**src/verilog/nmd_regs.svh**
```systemverilog
// Purpose: Constants for the nibble core opcode and operand decoder
// Assumes: 40 MHz core clock, synchronous reset
// Notes: Field ranges are used as part-selects of the instruction word, except NMD_F_PAGE, which selects the page bits of the program counter
`ifndef NMD_REGS_SVH
`define NMD_REGS_SVH

// Peripheral addresses
`define NMD_PA_NRZ_LOW 7'h03
`define NMD_PA_NRZ_HIGH 7'h04
`define NMD_PA_TIMER_COUNT 7'h05
`define NMD_PA_TIMER_MODULO 7'h06
`define NMD_PA_TABLE_ADDRESS 7'h40

// Reset values
`define NMD_RST_BYTE 8'h00
`define NMD_RST_WORD 16'h0000
`define NMD_RST_PC 13'h0000

// Instruction fields
`define NMD_F_FORM 15
`define NMD_F_MAJOR 14:11
`define NMD_F_ADDR 10:0
`define NMD_F_PAGE 12:11
`define NMD_F_SUBOP 10:7
`define NMD_F_MROW 10:8
`define NMD_F_REGCOL 7:4
`define NMD_F_IMM 7:4
`define NMD_F_MCOL 3:0
`define NMD_F_PHIGH 6:4
`define NMD_F_PLOW 3:0
`define NMD_F_RFROW 6:4
`define NMD_F_RFCOL 3:0

// Stack sizes
`define NMD_ASR_AW 3
`define NMD_IST_AW 2
`define NMD_STATUS_W 8

`endif

```
**src/verilog/nmd_pkg.sv**
```systemverilog
// Purpose: Types for the nibble core opcode and operand decoder
// Assumes: Included constants header
// Notes: Decoded operands travel as one packed struct
`include "nmd_regs.svh"

package nmd_pkg;

    // Major opcode values (bits 14 to 11)
    typedef enum logic [3:0] {
        NMD_ADD = 4'h0, NMD_SUB = 4'h1, NMD_ADDC = 4'h2, NMD_SUBC = 4'h3,
        NMD_AND = 4'h4, NMD_XOR = 4'h5, NMD_OR = 4'h6, NMD_MISC = 4'h7,
        NMD_LDST = 4'h8, NMD_SKEGE = 4'h9, NMD_MOVIND = 4'hA, NMD_SKNELT = 4'hB,
        NMD_BR0 = 4'hC, NMD_BR1 = 4'hD, NMD_BR2 = 4'hE, NMD_BR3 = 4'hF
    } nmd_major_t;

    // Sub-operations of the miscellaneous group
    typedef enum logic [3:0] {
        NMD_S_INC_TA = 4'h0, NMD_S_INC_IX = 4'h1, NMD_S_MOVT = 4'h2, NMD_S_BR_TA = 4'h3,
        NMD_S_CALL_TA = 4'h4, NMD_S_RET = 4'h5, NMD_S_RETSK = 4'h6, NMD_S_EI = 4'h7,
        NMD_S_DI = 4'h8, NMD_S_RETI = 4'h9, NMD_S_PUSH = 4'hA, NMD_S_POP = 4'hB,
        NMD_S_GET = 4'hC, NMD_S_PUT = 4'hD, NMD_S_PEEK = 4'hE, NMD_S_POKE = 4'hF
    } nmd_subop_t;

    // Sequencer states
    typedef enum logic [1:0] {
        NMD_ST_RUN = 2'b01,
        NMD_ST_SKIP = 2'b10
    } nmd_state_t;

    typedef struct packed {
        logic [4:0] opcode;
        logic [6:0] mem_addr;
        logic [3:0] reg_col;
        logic [3:0] immediate_nibble;
        logic [3:0] bit_sel;
        logic [6:0] periph_addr;
        logic [6:0] regfile_addr;
        logic [10:0] branch_addr;
    } nmd_decode_t;

endpackage : nmd_pkg

```
**src/verilog/nmd_stack_mem.sv**
```systemverilog
// Purpose: Small stack memory with registered read data
// Assumes: One write and one read port on one clock
// Notes: Write-first when both ports hit the same entry
`timescale 1ns/1ps

module nmd_stack_mem #(
    parameter int AW = 3,
    parameter int DW = 16
) (
    // Clock
    input wire logic clk,
    // Write port
    input wire logic we,
    input wire logic [AW-1:0] waddr,
    input wire logic [DW-1:0] wdata,
    // Read port
    input wire logic [AW-1:0] raddr,
    output logic [DW-1:0] rdata
);

    logic [DW-1:0] mem [2**AW];

    always_ff @(posedge clk)
    begin
        if (we)
        begin
            mem[waddr] <= wdata;
        end
        // Fresh push must be visible as the new top
        if (we && (waddr == raddr))
        begin
            rdata <= wdata;
        end
        else
        begin
            rdata <= mem[raddr];
        end
    end

endmodule : nmd_stack_mem

```
**src/verilog/nmd_decode.sv**
```systemverilog
// Purpose: Opcode and operand decoder with program counter, stacks and peripheral registers
// Assumes: One instruction per INSTR_VALID pulse; all inputs except INT_PIN on CLOCK
// Notes: Results appear one cycle after the instruction is taken
`timescale 1ns/1ps

module nmd_decode
    import nmd_pkg::*;
(
    // Clock and reset
    input wire logic CLOCK,
    input wire logic RST,
    // Instruction stream
    input wire logic INSTR_VALID,
    input wire logic [15:0] INSTR,
    // Core context
    input wire logic [2:0] ROW_POINTER,
    input wire logic ROW_POINTER_EN,
    input wire logic [15:0] XFER_DATA,
    input wire logic [7:0] TIMER_COUNT,
    // Interrupt entry
    input wire logic INT_ACCEPT,
    input wire logic [12:0] INT_VECTOR,
    input wire logic [`NMD_STATUS_W-1:0] SAVED_STATUS,
    // External interrupt pin
    input wire logic INT_PIN,
    // Decode results
    output nmd_decode_t DECODE,
    output logic DECODE_VALID,
    // Program flow
    output logic [12:0] PC,
    output logic [15:0] PROG_ADDR,
    output logic PROG_READ,
    output logic [`NMD_ASR_AW-1:0] STACK_INDEX,
    output logic INT_ENABLE,
    output logic [`NMD_STATUS_W-1:0] RESTORED_STATUS,
    output logic RESTORE_VALID,
    // Peripheral registers
    output logic [15:0] PERIPH_RDATA,
    output logic PERIPH_RVALID,
    output logic [7:0] NRZ_LOW,
    output logic [7:0] NRZ_HIGH,
    output logic [7:0] TIMER_MODULO,
    output logic [15:0] TABLE_ADDR,
    // Register file flag
    output logic INT_LEVEL_FLAG
);

    function automatic nmd_decode_t split_word(input logic [15:0] w, input logic rp_en, input logic [2:0] rp);
        nmd_decode_t d;
        d.opcode = {w[`NMD_F_FORM], w[`NMD_F_MAJOR]};
        d.mem_addr = {(rp_en ? rp : w[`NMD_F_MROW]), w[`NMD_F_MCOL]};
        d.reg_col = w[`NMD_F_REGCOL];
        d.immediate_nibble = w[`NMD_F_IMM];
        d.bit_sel = w[`NMD_F_IMM];
        d.periph_addr = {w[`NMD_F_PHIGH], w[`NMD_F_PLOW]};
        d.regfile_addr = {w[`NMD_F_RFROW], w[`NMD_F_RFCOL]};
        d.branch_addr = w[`NMD_F_ADDR];
        return d;
    endfunction : split_word

    // Pin synchroniser
    logic pin_s1;
    logic pin_s2;
    logic pin_s3;
    logic int_flag;
    logic next_int_flag;

    always_ff @(posedge CLOCK)
    begin
        pin_s1 <= INT_PIN;
        pin_s2 <= pin_s1;
        pin_s3 <= pin_s2;
    end

    always_comb
    begin
        next_int_flag = int_flag;
        if (RST || (pin_s2 == pin_s3))
        begin
            next_int_flag = pin_s3;
        end
    end

    always_ff @(posedge CLOCK)
    begin
        int_flag <= next_int_flag;
    end

    // Decode and execution state
    nmd_decode_t dec;
    nmd_major_t major;
    nmd_subop_t subop;
    logic form;
    logic [12:0] pc_inc;

    nmd_state_t state, next_state;
    nmd_decode_t dec_q, next_dec_q;
    logic dec_valid, next_dec_valid;
    logic [12:0] pc, next_pc;
    logic [15:0] prog_addr, next_prog_addr;
    logic prog_read, next_prog_read;
    logic [`NMD_ASR_AW-1:0] sidx, next_sidx;
    logic [`NMD_IST_AW-1:0] iidx, next_iidx;
    logic int_en, next_int_en;
    logic [`NMD_STATUS_W-1:0] restored, next_restored;
    logic restore_valid, next_restore_valid;
    logic [15:0] prdata, next_prdata;
    logic prvalid, next_prvalid;
    logic [7:0] nrz_low, next_nrz_low;
    logic [7:0] nrz_high, next_nrz_high;
    logic [7:0] tmod, next_tmod;
    logic [15:0] taddr, next_taddr;

    // Stack ports
    logic asr_we;
    logic [`NMD_ASR_AW-1:0] asr_waddr;
    logic [15:0] asr_wdata;
    logic [15:0] asr_rdata;
    logic ist_we;
    logic [`NMD_STATUS_W-1:0] ist_rdata;

    assign dec = split_word(INSTR, ROW_POINTER_EN, ROW_POINTER);
    assign form = INSTR[`NMD_F_FORM];
    assign major = nmd_major_t'(INSTR[`NMD_F_MAJOR]);
    assign subop = nmd_subop_t'(INSTR[`NMD_F_SUBOP]);
    assign pc_inc = pc + 13'h0001;

    always_comb
    begin
        next_state = state;
        next_dec_q = dec_q;
        next_dec_valid = 1'b0;
        next_pc = pc;
        next_prog_addr = prog_addr;
        next_prog_read = 1'b0;
        next_sidx = sidx;
        next_iidx = iidx;
        next_int_en = int_en;
        next_restored = restored;
        next_restore_valid = 1'b0;
        next_prdata = prdata;
        next_prvalid = 1'b0;
        next_nrz_low = nrz_low;
        next_nrz_high = nrz_high;
        next_tmod = tmod;
        next_taddr = taddr;
        asr_we = 1'b0;
        asr_waddr = sidx;
        asr_wdata = {3'b000, pc_inc};
        ist_we = 1'b0;
        if (INT_ACCEPT)
        begin
            // Entry wins over an instruction in the same cycle
            asr_we = 1'b1;
            asr_wdata = {3'b000, pc};
            next_sidx = sidx + 3'h1;
            ist_we = 1'b1;
            next_iidx = iidx + 2'h1;
            next_pc = INT_VECTOR;
            next_int_en = 1'b0;
            next_state = NMD_ST_RUN;
        end
        else if (INSTR_VALID)
        begin
            next_pc = pc_inc;
            case (state)
                NMD_ST_SKIP:
                begin
                    next_state = NMD_ST_RUN;
                end
                NMD_ST_RUN:
                begin
                    next_dec_q = dec;
                    next_dec_valid = 1'b1;
                    if (!form && (major >= NMD_BR0))
                    begin
                        next_pc = {major[1:0], dec.branch_addr};
                    end
                    else if (form && (major == NMD_BR0))
                    begin
                        asr_we = 1'b1;
                        next_sidx = sidx + 3'h1;
                        next_pc = {pc[`NMD_F_PAGE], dec.branch_addr};
                    end
                    else if (!form && (major == NMD_MISC))
                    begin
                        case (subop)
                            NMD_S_INC_TA: next_taddr = taddr + 16'h0001;
                            NMD_S_MOVT:
                            begin
                                next_prog_addr = taddr;
                                next_prog_read = 1'b1;
                            end
                            NMD_S_BR_TA: next_pc = taddr[12:0];
                            NMD_S_CALL_TA:
                            begin
                                asr_we = 1'b1;
                                next_sidx = sidx + 3'h1;
                                next_pc = taddr[12:0];
                            end
                            NMD_S_RET, NMD_S_RETSK, NMD_S_RETI:
                            begin
                                next_sidx = sidx - 3'h1;
                                next_pc = asr_rdata[12:0];
                                if (subop == NMD_S_RETSK)
                                begin
                                    next_state = NMD_ST_SKIP;
                                end
                                if (subop == NMD_S_RETI)
                                begin
                                    next_iidx = iidx - 2'h1;
                                    next_restored = ist_rdata;
                                    next_restore_valid = 1'b1;
                                end
                            end
                            NMD_S_EI: next_int_en = 1'b1;
                            NMD_S_DI: next_int_en = 1'b0;
                            NMD_S_PUSH:
                            begin
                                asr_we = 1'b1;
                                asr_wdata = taddr;
                                next_sidx = sidx + 3'h1;
                            end
                            NMD_S_POP:
                            begin
                                next_sidx = sidx - 3'h1;
                                next_taddr = asr_rdata;
                            end
                            NMD_S_GET:
                            begin
                                next_prvalid = 1'b1;
                                case (dec.periph_addr)
                                    `NMD_PA_NRZ_LOW: next_prdata = {8'h00, nrz_low};
                                    `NMD_PA_NRZ_HIGH: next_prdata = {8'h00, nrz_high};
                                    `NMD_PA_TIMER_COUNT: next_prdata = {8'h00, TIMER_COUNT};
                                    `NMD_PA_TABLE_ADDRESS: next_prdata = taddr;
                                    default: next_prdata = `NMD_RST_WORD;
                                endcase
                            end
                            NMD_S_PUT:
                            begin
                                case (dec.periph_addr)
                                    `NMD_PA_NRZ_LOW: next_nrz_low = XFER_DATA[7:0];
                                    `NMD_PA_NRZ_HIGH: next_nrz_high = XFER_DATA[7:0];
                                    `NMD_PA_TIMER_MODULO: next_tmod = XFER_DATA[7:0];
                                    `NMD_PA_TABLE_ADDRESS: next_taddr = XFER_DATA;
                                    default: next_tmod = tmod;
                                endcase
                            end
                            default: next_pc = pc_inc;
                        endcase
                    end
                end
                default: next_state = NMD_ST_RUN;
            endcase
        end
    end

    always_ff @(posedge CLOCK)
    begin
        if (RST)
        begin
            state <= NMD_ST_RUN;
            dec_q <= '0;
            dec_valid <= 1'b0;
            pc <= `NMD_RST_PC;
            prog_addr <= `NMD_RST_WORD;
            prog_read <= 1'b0;
            sidx <= '0;
            iidx <= '0;
            int_en <= 1'b0;
            restored <= '0;
            restore_valid <= 1'b0;
            prdata <= `NMD_RST_WORD;
            prvalid <= 1'b0;
            nrz_low <= `NMD_RST_BYTE;
            nrz_high <= `NMD_RST_BYTE;
            tmod <= `NMD_RST_BYTE;
            taddr <= `NMD_RST_WORD;
        end
        else
        begin
            state <= next_state;
            dec_q <= next_dec_q;
            dec_valid <= next_dec_valid;
            pc <= next_pc;
            prog_addr <= next_prog_addr;
            prog_read <= next_prog_read;
            sidx <= next_sidx;
            iidx <= next_iidx;
            int_en <= next_int_en;
            restored <= next_restored;
            restore_valid <= next_restore_valid;
            prdata <= next_prdata;
            prvalid <= next_prvalid;
            nrz_low <= next_nrz_low;
            nrz_high <= next_nrz_high;
            tmod <= next_tmod;
            taddr <= next_taddr;
        end
    end

    // Read address tracks the top entry after this cycle's update
    nmd_stack_mem #(.AW(`NMD_ASR_AW), .DW(16)) u_return_address_stack (
        .clk(CLOCK),
        .we(asr_we),
        .waddr(asr_waddr),
        .wdata(asr_wdata),
        .raddr(next_sidx - 3'h1),
        .rdata(asr_rdata)
    );

    nmd_stack_mem #(.AW(`NMD_IST_AW), .DW(`NMD_STATUS_W)) u_interrupt_save_stack (
        .clk(CLOCK),
        .we(ist_we),
        .waddr(iidx),
        .wdata(SAVED_STATUS),
        .raddr(next_iidx - 2'h1),
        .rdata(ist_rdata)
    );

    assign DECODE = dec_q;
    assign DECODE_VALID = dec_valid;
    assign PC = pc;
    assign PROG_ADDR = prog_addr;
    assign PROG_READ = prog_read;
    assign STACK_INDEX = sidx;
    assign INT_ENABLE = int_en;
    assign RESTORED_STATUS = restored;
    assign RESTORE_VALID = restore_valid;
    assign PERIPH_RDATA = prdata;
    assign PERIPH_RVALID = prvalid;
    assign NRZ_LOW = nrz_low;
    assign NRZ_HIGH = nrz_high;
    assign TIMER_MODULO = tmod;
    assign TABLE_ADDR = taddr;
    assign INT_LEVEL_FLAG = int_flag;

endmodule : nmd_decode

```
**config.mk**
```make
export PLATFORM = sky130hd
export DESIGN_NAME = nmd_decode
export DESIGN_NICKNAME = d
export VERILOG_FILES = /design/src/verilog/nmd_pkg.sv /design/src/verilog/nmd_stack_mem.sv /design/src/verilog/nmd_decode.sv
export VERILOG_INCLUDE_DIRS = /design/src /design/src/verilog
export SDC_FILE = /design/constraint.sdc
export NUM_CORES = 1
export LEC_CHECK = 0
export ABC_CLOCK_PERIOD_IN_PS = 9250
export BUFFER_PORTS_ARGS = -buffer_cell sky130_fd_sc_hd__buf_2
export CELL_PAD_IN_SITES_DETAIL_PLACEMENT = 1
export CELL_PAD_IN_SITES_GLOBAL_PLACEMENT = 1
export CORE_AREA = 2 2 186 188
export DETAILED_ROUTE_END_ITERATION = 8
export DIE_AREA = 0 0 188 190
export GPL_TIMING_DRIVEN = 0
export PLACE_DENSITY = 0.83
export SLEW_MARGIN = 20
export SYNTH_ARGS = -nofsm -noshare
export SYNTH_HDL_FRONTEND = slang
export SYNTH_SLANG_ARGS = --single-unit
```
**constraint.sdc**
```tcl
create_clock -name CLOCK -period 9.25 [get_ports CLOCK]
set_input_delay 1.85 -clock CLOCK [delete_from_list [all_inputs] [get_ports CLOCK]]
set_output_delay 1.85 -clock CLOCK [all_outputs]
set_load 0.005 [all_outputs]
```
After elaboration in Yosys (flattened, before gate mapping)
Memories as Yosys holds them, arrays and structs flattened. A register that Yosys moved wholly into a read port is not among the register bits.
Index checks and enable logic that the tools add are counted.
{ "op_classes": {"add_sub_neg": 8, "order_cmp": 1, "eq_ne": 28, "n_mux": 56, "bitwise_logic": 7, "reduce_logical": 28} }
{ "ops": {"columns": ["operator", "n"], "rows": [
  ["$mux 16", 8],
  ["$mux 13", 6],
  ["$pmux 16 s4", 1],
  ["$pmux 16 s3", 1],
  ["$reduce_and 8->1", 5],
  ["$eq 4x4->1 const B", 7],
  ["$mux 2", 14],
  ["$pmux 13 s2", 1],
  ["$eq 7x3->1 const B", 3],
  ["$mux 3", 7],
  ["$eq 4x3->1 const B", 5],
  ["$add 16x1->16 const B", 1],
  ["$mux 1", 16],
  ["$reduce_and 7->1", 2],
  ["$add 13x1->13 const B", 1],
  ["$reduce_and 6->1", 2],
  ["$ne 2x2->1 const B", 5],
  ["$eq 4x2->1 const B", 2],
  ["$reduce_or 8->1", 1],
  ["$eq 7x2->1 const B", 1],
  ["$eq 7x7->1 const B", 1],
  ["$not 1->1", 7],
  ["$reduce_or 7->1", 1],
  ["$pmux 3 s2", 1],
  ["other kinds (21)", 29]
]} }
{ "totals": {"regBits": 143, "mem_bits_rw": 160, "input_bits": 70, "output_inout_bits": 151, "elab_cells": 156, "memories": 2} }
{ "mem_list": {"columns": ["name", "words", "width", "rd", "rd_clocked_by_memory_dff", "write_ports", "line_no", "text"], "rows": [
  ["u_return_address_stack.mem", 8, 16, 1, 1, 1, "nmd_stack_mem.sv:21", "logic [DW-1:0] mem [2**AW];"],
  ["u_interrupt_save_stack.mem", 4, 8, 1, 1, 1, "nmd_stack_mem.sv:21", null]
]} }

Logic depth before layout (Yosys ltp)
{ "depth": {"depth_word": 11, "ltp_mapped": 10, "depth_no_buf": 8} }

Hierarchy
From an unflattened synthesis, not the netlist that was laid out.
{ "unflattened": {"cells_unflattened": 1168, "area_unflattened_um2": 13417.9} }
{ "modules_own_cells": {"columns": ["mod", "instances", "cells_per_inst", "area_each_um2", "seq_area_each_um2"], "rows": [
  ["nmd_decode", 1, 919, 7155.6, 2572.5],
  ["nmd_stack_mem (u_return_address_stack)", 1, 201, 5033.6, 3903.7],
  ["nmd_stack_mem (u_interrupt_save_stack)", 1, 48, 1228.7, 1001.0]
]} }

Worst setup path after synthesis
Ideal clock, no wire load.
{ "synth_path": {"kind": "input -> register", "start": "input port INSTR[8]", "end": "memory u_return_address_stack.mem[0][0] (enable)", "setup_ps": 430, "arrival_ps": 4744, "required_ps": 8820, "setup_slack_ps": 4076, "path_stages": 6, "n_path_buf": 1, "cell_sequence": "buf_6 > or3b_1 > a2111o_1 > a211oi_4 > nor2_2 > nor4_1"} }
{ "synth_via": {"elab_chain_cells": 11, "elab_cells_between_ends": 12, "classes_between": "2 x eq/ne; 9 x mux; 1 x reduce/logical"} }
{ "synth_lines": {"columns": ["item", "line_no", "text"], "rows": [
  ["start: declaration", "nmd_decode.sv:14", "input wire logic [15:0] INSTR,"],
  ["$eq 4x4->1 or $eq 4x3->1 (tied branches)", "nmd_decode.sv:187", "case (subop)"],
  ["$reduce_or 2->1 (no source line) *", null, null],
  ["$mux 1 *", "nmd_decode.sv:187", null],
  ["$mux 1 *", "nmd_decode.sv:185", "else if (!form && (major == NMD_MISC))"],
  ["$mux 1 *", "nmd_decode.sv:179", "else if (form && (major == NMD_BR0))"],
  ["$mux 1 *", "nmd_decode.sv:175", "if (!form && (major >= NMD_BR0))"],
  ["$mux 1 *", "nmd_decode.sv:166", "case (state)"],
  ["$mux 1 *", "nmd_decode.sv:163", "else if (INSTR_VALID)"],
  ["$mux 1 *", "nmd_decode.sv:151", "if (INT_ACCEPT)"],
  ["$mux 1 *", "nmd_stack_mem.sv:25", "if (we)"],
  ["$mux 1 (implied by the code) *", "nmd_stack_mem.sv:27", "mem[waddr] <= wdata;"],
  ["end: declaration", "nmd_stack_mem.sv:21", null]
]} }
Mark *: on every way between the ends. The rest lies on a longest branch, timed or not.

Final worst setup path
{ "layout_path": {"start": "input port INSTR_VALID", "end": "memory u_return_address_stack.mem[7][8] (data pin)"} }
{ "layout_via": {"elab_chain_cells": 2} }
{ "layout_lines": {"columns": ["item", "line_no", "text"], "rows": [
  ["start: declaration", "nmd_decode.sv:13", "input wire logic INSTR_VALID,"],
  ["$mux 16", "nmd_decode.sv:163", null],
  ["$mux 16", "nmd_decode.sv:151", null],
  ["via asr_wdata[8]", "nmd_decode.sv:117", "logic [15:0] asr_wdata;"]
]} }
The timed path passes the listed nets, and every way through them passes these cells.

==> impl_metrics.ini <==
[worst_setup_path]
worstRegToRegCells = 7
ff2ff_setup_slack_ps = 5620
critPathCaptureType = register
crit_fanout = 10
crit_type = in -> reg
r2r_end = u_return_address_stack.mem[7][8]$_DFFE_PP_
worst_ep_required_time_ps = 9500
endpoint = u_return_address_stack.mem[7][8]$_DFFE_PP_
cp-startpoint = INSTR_VALID
cp-start-kind = primary input
arrival_ps = 4970
timing.rr.start = state[1]$_SDFFE_PP0P_

[timing]
period_needed_ps = 4720
clock_skew_ps = 31.7
final_hold_viol_count = 0
max_freq_ghz = 0.212
setup_violations = 0
drv_slew = 0
worst_slew_pin_slew_ps = 1020
worst_hold_slack_ps = 331
period_share_pct = 51.0
relSlewSlack_pct = 31.1
final.setup.tns_ps = 0
rsz0062_at_grt = false

[cts]
cts-root-buf = clkbuf_16
cts_setup_buffers = 0
cts_tree = yes
clock_path_buffers = 3
path_clk_slew_ps = 70
htree_num_levels = 1
numCtsBuffers = 30
cts-resized-gates = 0
clock_sinks = 293
hold_buffers = 0
clkLatencyLatePin_ps = 590

[yosys]
synthXorXnorAreaFrac_pct = 1.32
synth-compound-area-share_pct = 11.6
synth_top_family_by_area = simple AND/OR/NAND/NOR gates
synthAdderAreaFrac_pct = 0.847
synthesis.area_mm2 = 0.0133
synth.largest_area_cell = edfxtp_1
yosys-top-cells-count = 161 x edfxtp_1, 132 x dfxtp_1, 122 x nor2_1
ys_seq_area_share_pct = 56.3
synth.mux.area_fraction_pct = 12.1
synth_nets = 1248
synth.area.top_cells = edfxtp_1 36%, dfxtp_1 20%, mux4_2 6.4%, mux2i_1 4.8%, nor2_1 3.4%
synthFlopType = edfxtp_1
ys_seq_elements = 293
synth_top_area_share_pct = 36.4
synth_edf_count = 161
postSynthAreaPerCell_um2 = 11.4
synth-simple-area-share_pct = 13.0
synthCells = 1169
yosysMostFrequentCell = edfxtp_1
yosysWarnings = 0
synthDistinctLibCells = 71
async_flop_share_pct = 0

[pwr]
p_per_area_mw_per_mm2 = 194
p_switching_uw = 818
power.internal_mw = 2.31
switching_share_pct = 26.1
combPwrFrac_pct = 14.0
vdd_drop_max_v = 0.000144
leakage_nw = 6.23
pwr-share-seq_pct = 46.0
clock_power_share_pct = 40.0

[place]
post_dp_cell_area_mm2 = 0.0151
io_buffers = 216
dpl.hpwl_um = 35700
routabilityCongestion = 0.944
dp.cells = 1854

[job]
max_cap_viol_count = 0

[global_routing]
grt_max_degree = 16
grt_use_total_pct = 25.9
grt_pass1_vias = 11100
grt_pass1_wl_um = 70100
grt_overflow = 0
antenna_found_initial = 1

[floorplan]
coreArea_mm2 = 0.0339
die_area_mm2 = 0.0357
core.rowCount = 68
start_util_pct = 39.2
die_width_um = 188
fp.dieH_um = 190
io_pins = 221

[routing]
drt-total-wl_um = 47300
drtAntennaViolNets = 0
drt_iter0_markers = 950
avgRoutedWirePerCell_um = 24.7
avgViaCountPerCell = 5.72
via_count = 10900
drc = 0
firstDrtPassIters = 5

[outcome]
status = complete, no violations

[min_path]
worstHoldPathCells = 0
hp-class = reg -> reg

[layout]
drive_gt1_share_pct = 27.5
nets = 1510
area_growth_pct = 21.3
final_cell_area_mm2 = 0.0161
instances_no_fill = 1911
cell type report:
type	count	area [um2]
repair buffers	230	1210
diodes	1	2.50
well taps	455	569
multi-input cells	743	5210
flip-flops and latches	293	7480
fillers	3786	17800
clock buffers	42	880
clock inverters	14	143
plain buffers	114	569
inverters	19	71.3
cells by family (layout without fill, tap and decap cells):
logic type                 Yosys count  count (layout)
and+or+nand+nor                    370             370
DFF                                293             293
AOI/OAI and AO/OA                  232             232
adders and majority gates            9               9
xor gates and xnor gates            20              20
other                                0               1
muxes                              112             112
buffers and inverters              133             419
state kept, by name, indices dropped and copies added (netlist names), 13 cells and up, named ones only:
name	flops
DECODE	19
PC	13
PERIPH_RDATA	16
PROG_ADDR	16
TABLE_ADDR	16
u_interrupt_save_stack.mem	32
u_return_address_stack.mem	128
layout by cell type (no fill, tap or decap), types with 5 or more instances in the layout:
master,netlist,routed
a31oi_1,7,7
edfxtp_1,161,161
xor2_1,9,9
mux2i_1,64,64
nand2_1,116,116
nor3b_1,8,8
buf_4,30,37
nor3_1,21,17
dfxtp_1,132,132
clkbuf_1,57,60
mux4_2,38,38
a21oi_1,73,73
nor4_1,7,6
a22oi_1,13,13
o311ai_0,6,6
o21ai_0,47,46
buf_1,9,9
buf_6,1,6
nor2_2,3,6
xnor2_1,11,11
nand3_1,26,26
nor2_1,122,119
nand2b_1,10,10
o22ai_1,6,6
mux2_2,10,10
nor3_2,3,7
o22a_1,5,5
a211oi_1,10,10
and2_1,12,12
nor2b_1,10,10
clkbuf_16,0,31
clkbuf_8,0,6
buf_2,16,233
a221oi_1,12,12
inv_1,19,19
nand3b_1,7,7
clkinv_2,0,6
ha_1,9,9
a221o_1,12,12
metrics by stage:
stage	utilization (%)	setup slack (ps)	power, mW
floorplan	-	4080	1.72
global placement	44.0	2350	1.88
detailed placement	44.5	4030	1.90
CTS	47.5	4590	3.14
global route	47.5	4280	3.22
finish	47.5	4530	3.13
per-layer routing:
layer / GRT usage (%) / part of all wire [%]
met3: 5.15 / 8.2
met5: 0 / 0
met1: 32.3 / 39
met4: 11.4 / 4.8
met2: 43.7 / 48
power by group through the flow:
stage               sequential [mW]  combinational (mW)  clock (mW)
CTS                            1.44               0.436        1.27
global placement               1.46               0.415           0
finish                         1.44               0.438        1.25
floorplan                      1.46               0.265           0
detailed placement             1.47               0.434           0
global route                   1.44               0.466        1.31
worst min path at each step:
stage	start	to	slack [ps]
after floorplan	pin_s1$_DFF_P_	pin_s2$_DFF_P_	310
after global placement	pin_s1$_DFF_P_	pin_s2$_DFF_P_	310
after detailed placement	pin_s1$_DFF_P_	pin_s2$_DFF_P_	320
after CTS	pin_s1$_DFF_P_	pin_s2$_DFF_P_	340
after global routing	pin_s1$_DFF_P_	pin_s2$_DFF_P_	340
final	pin_s1$_DFF_P_	pin_s2$_DFF_P_	330
worst max-delay path: stages:
cell and delay [ps]:
buf_2 200, nand3b_1 240, nor4_2 820, nand2_1 530
clkbuf_1 350, nand2_1 100, o21ai_0 80, o21ai_0 790
Power figures use the tool's default switching activity.
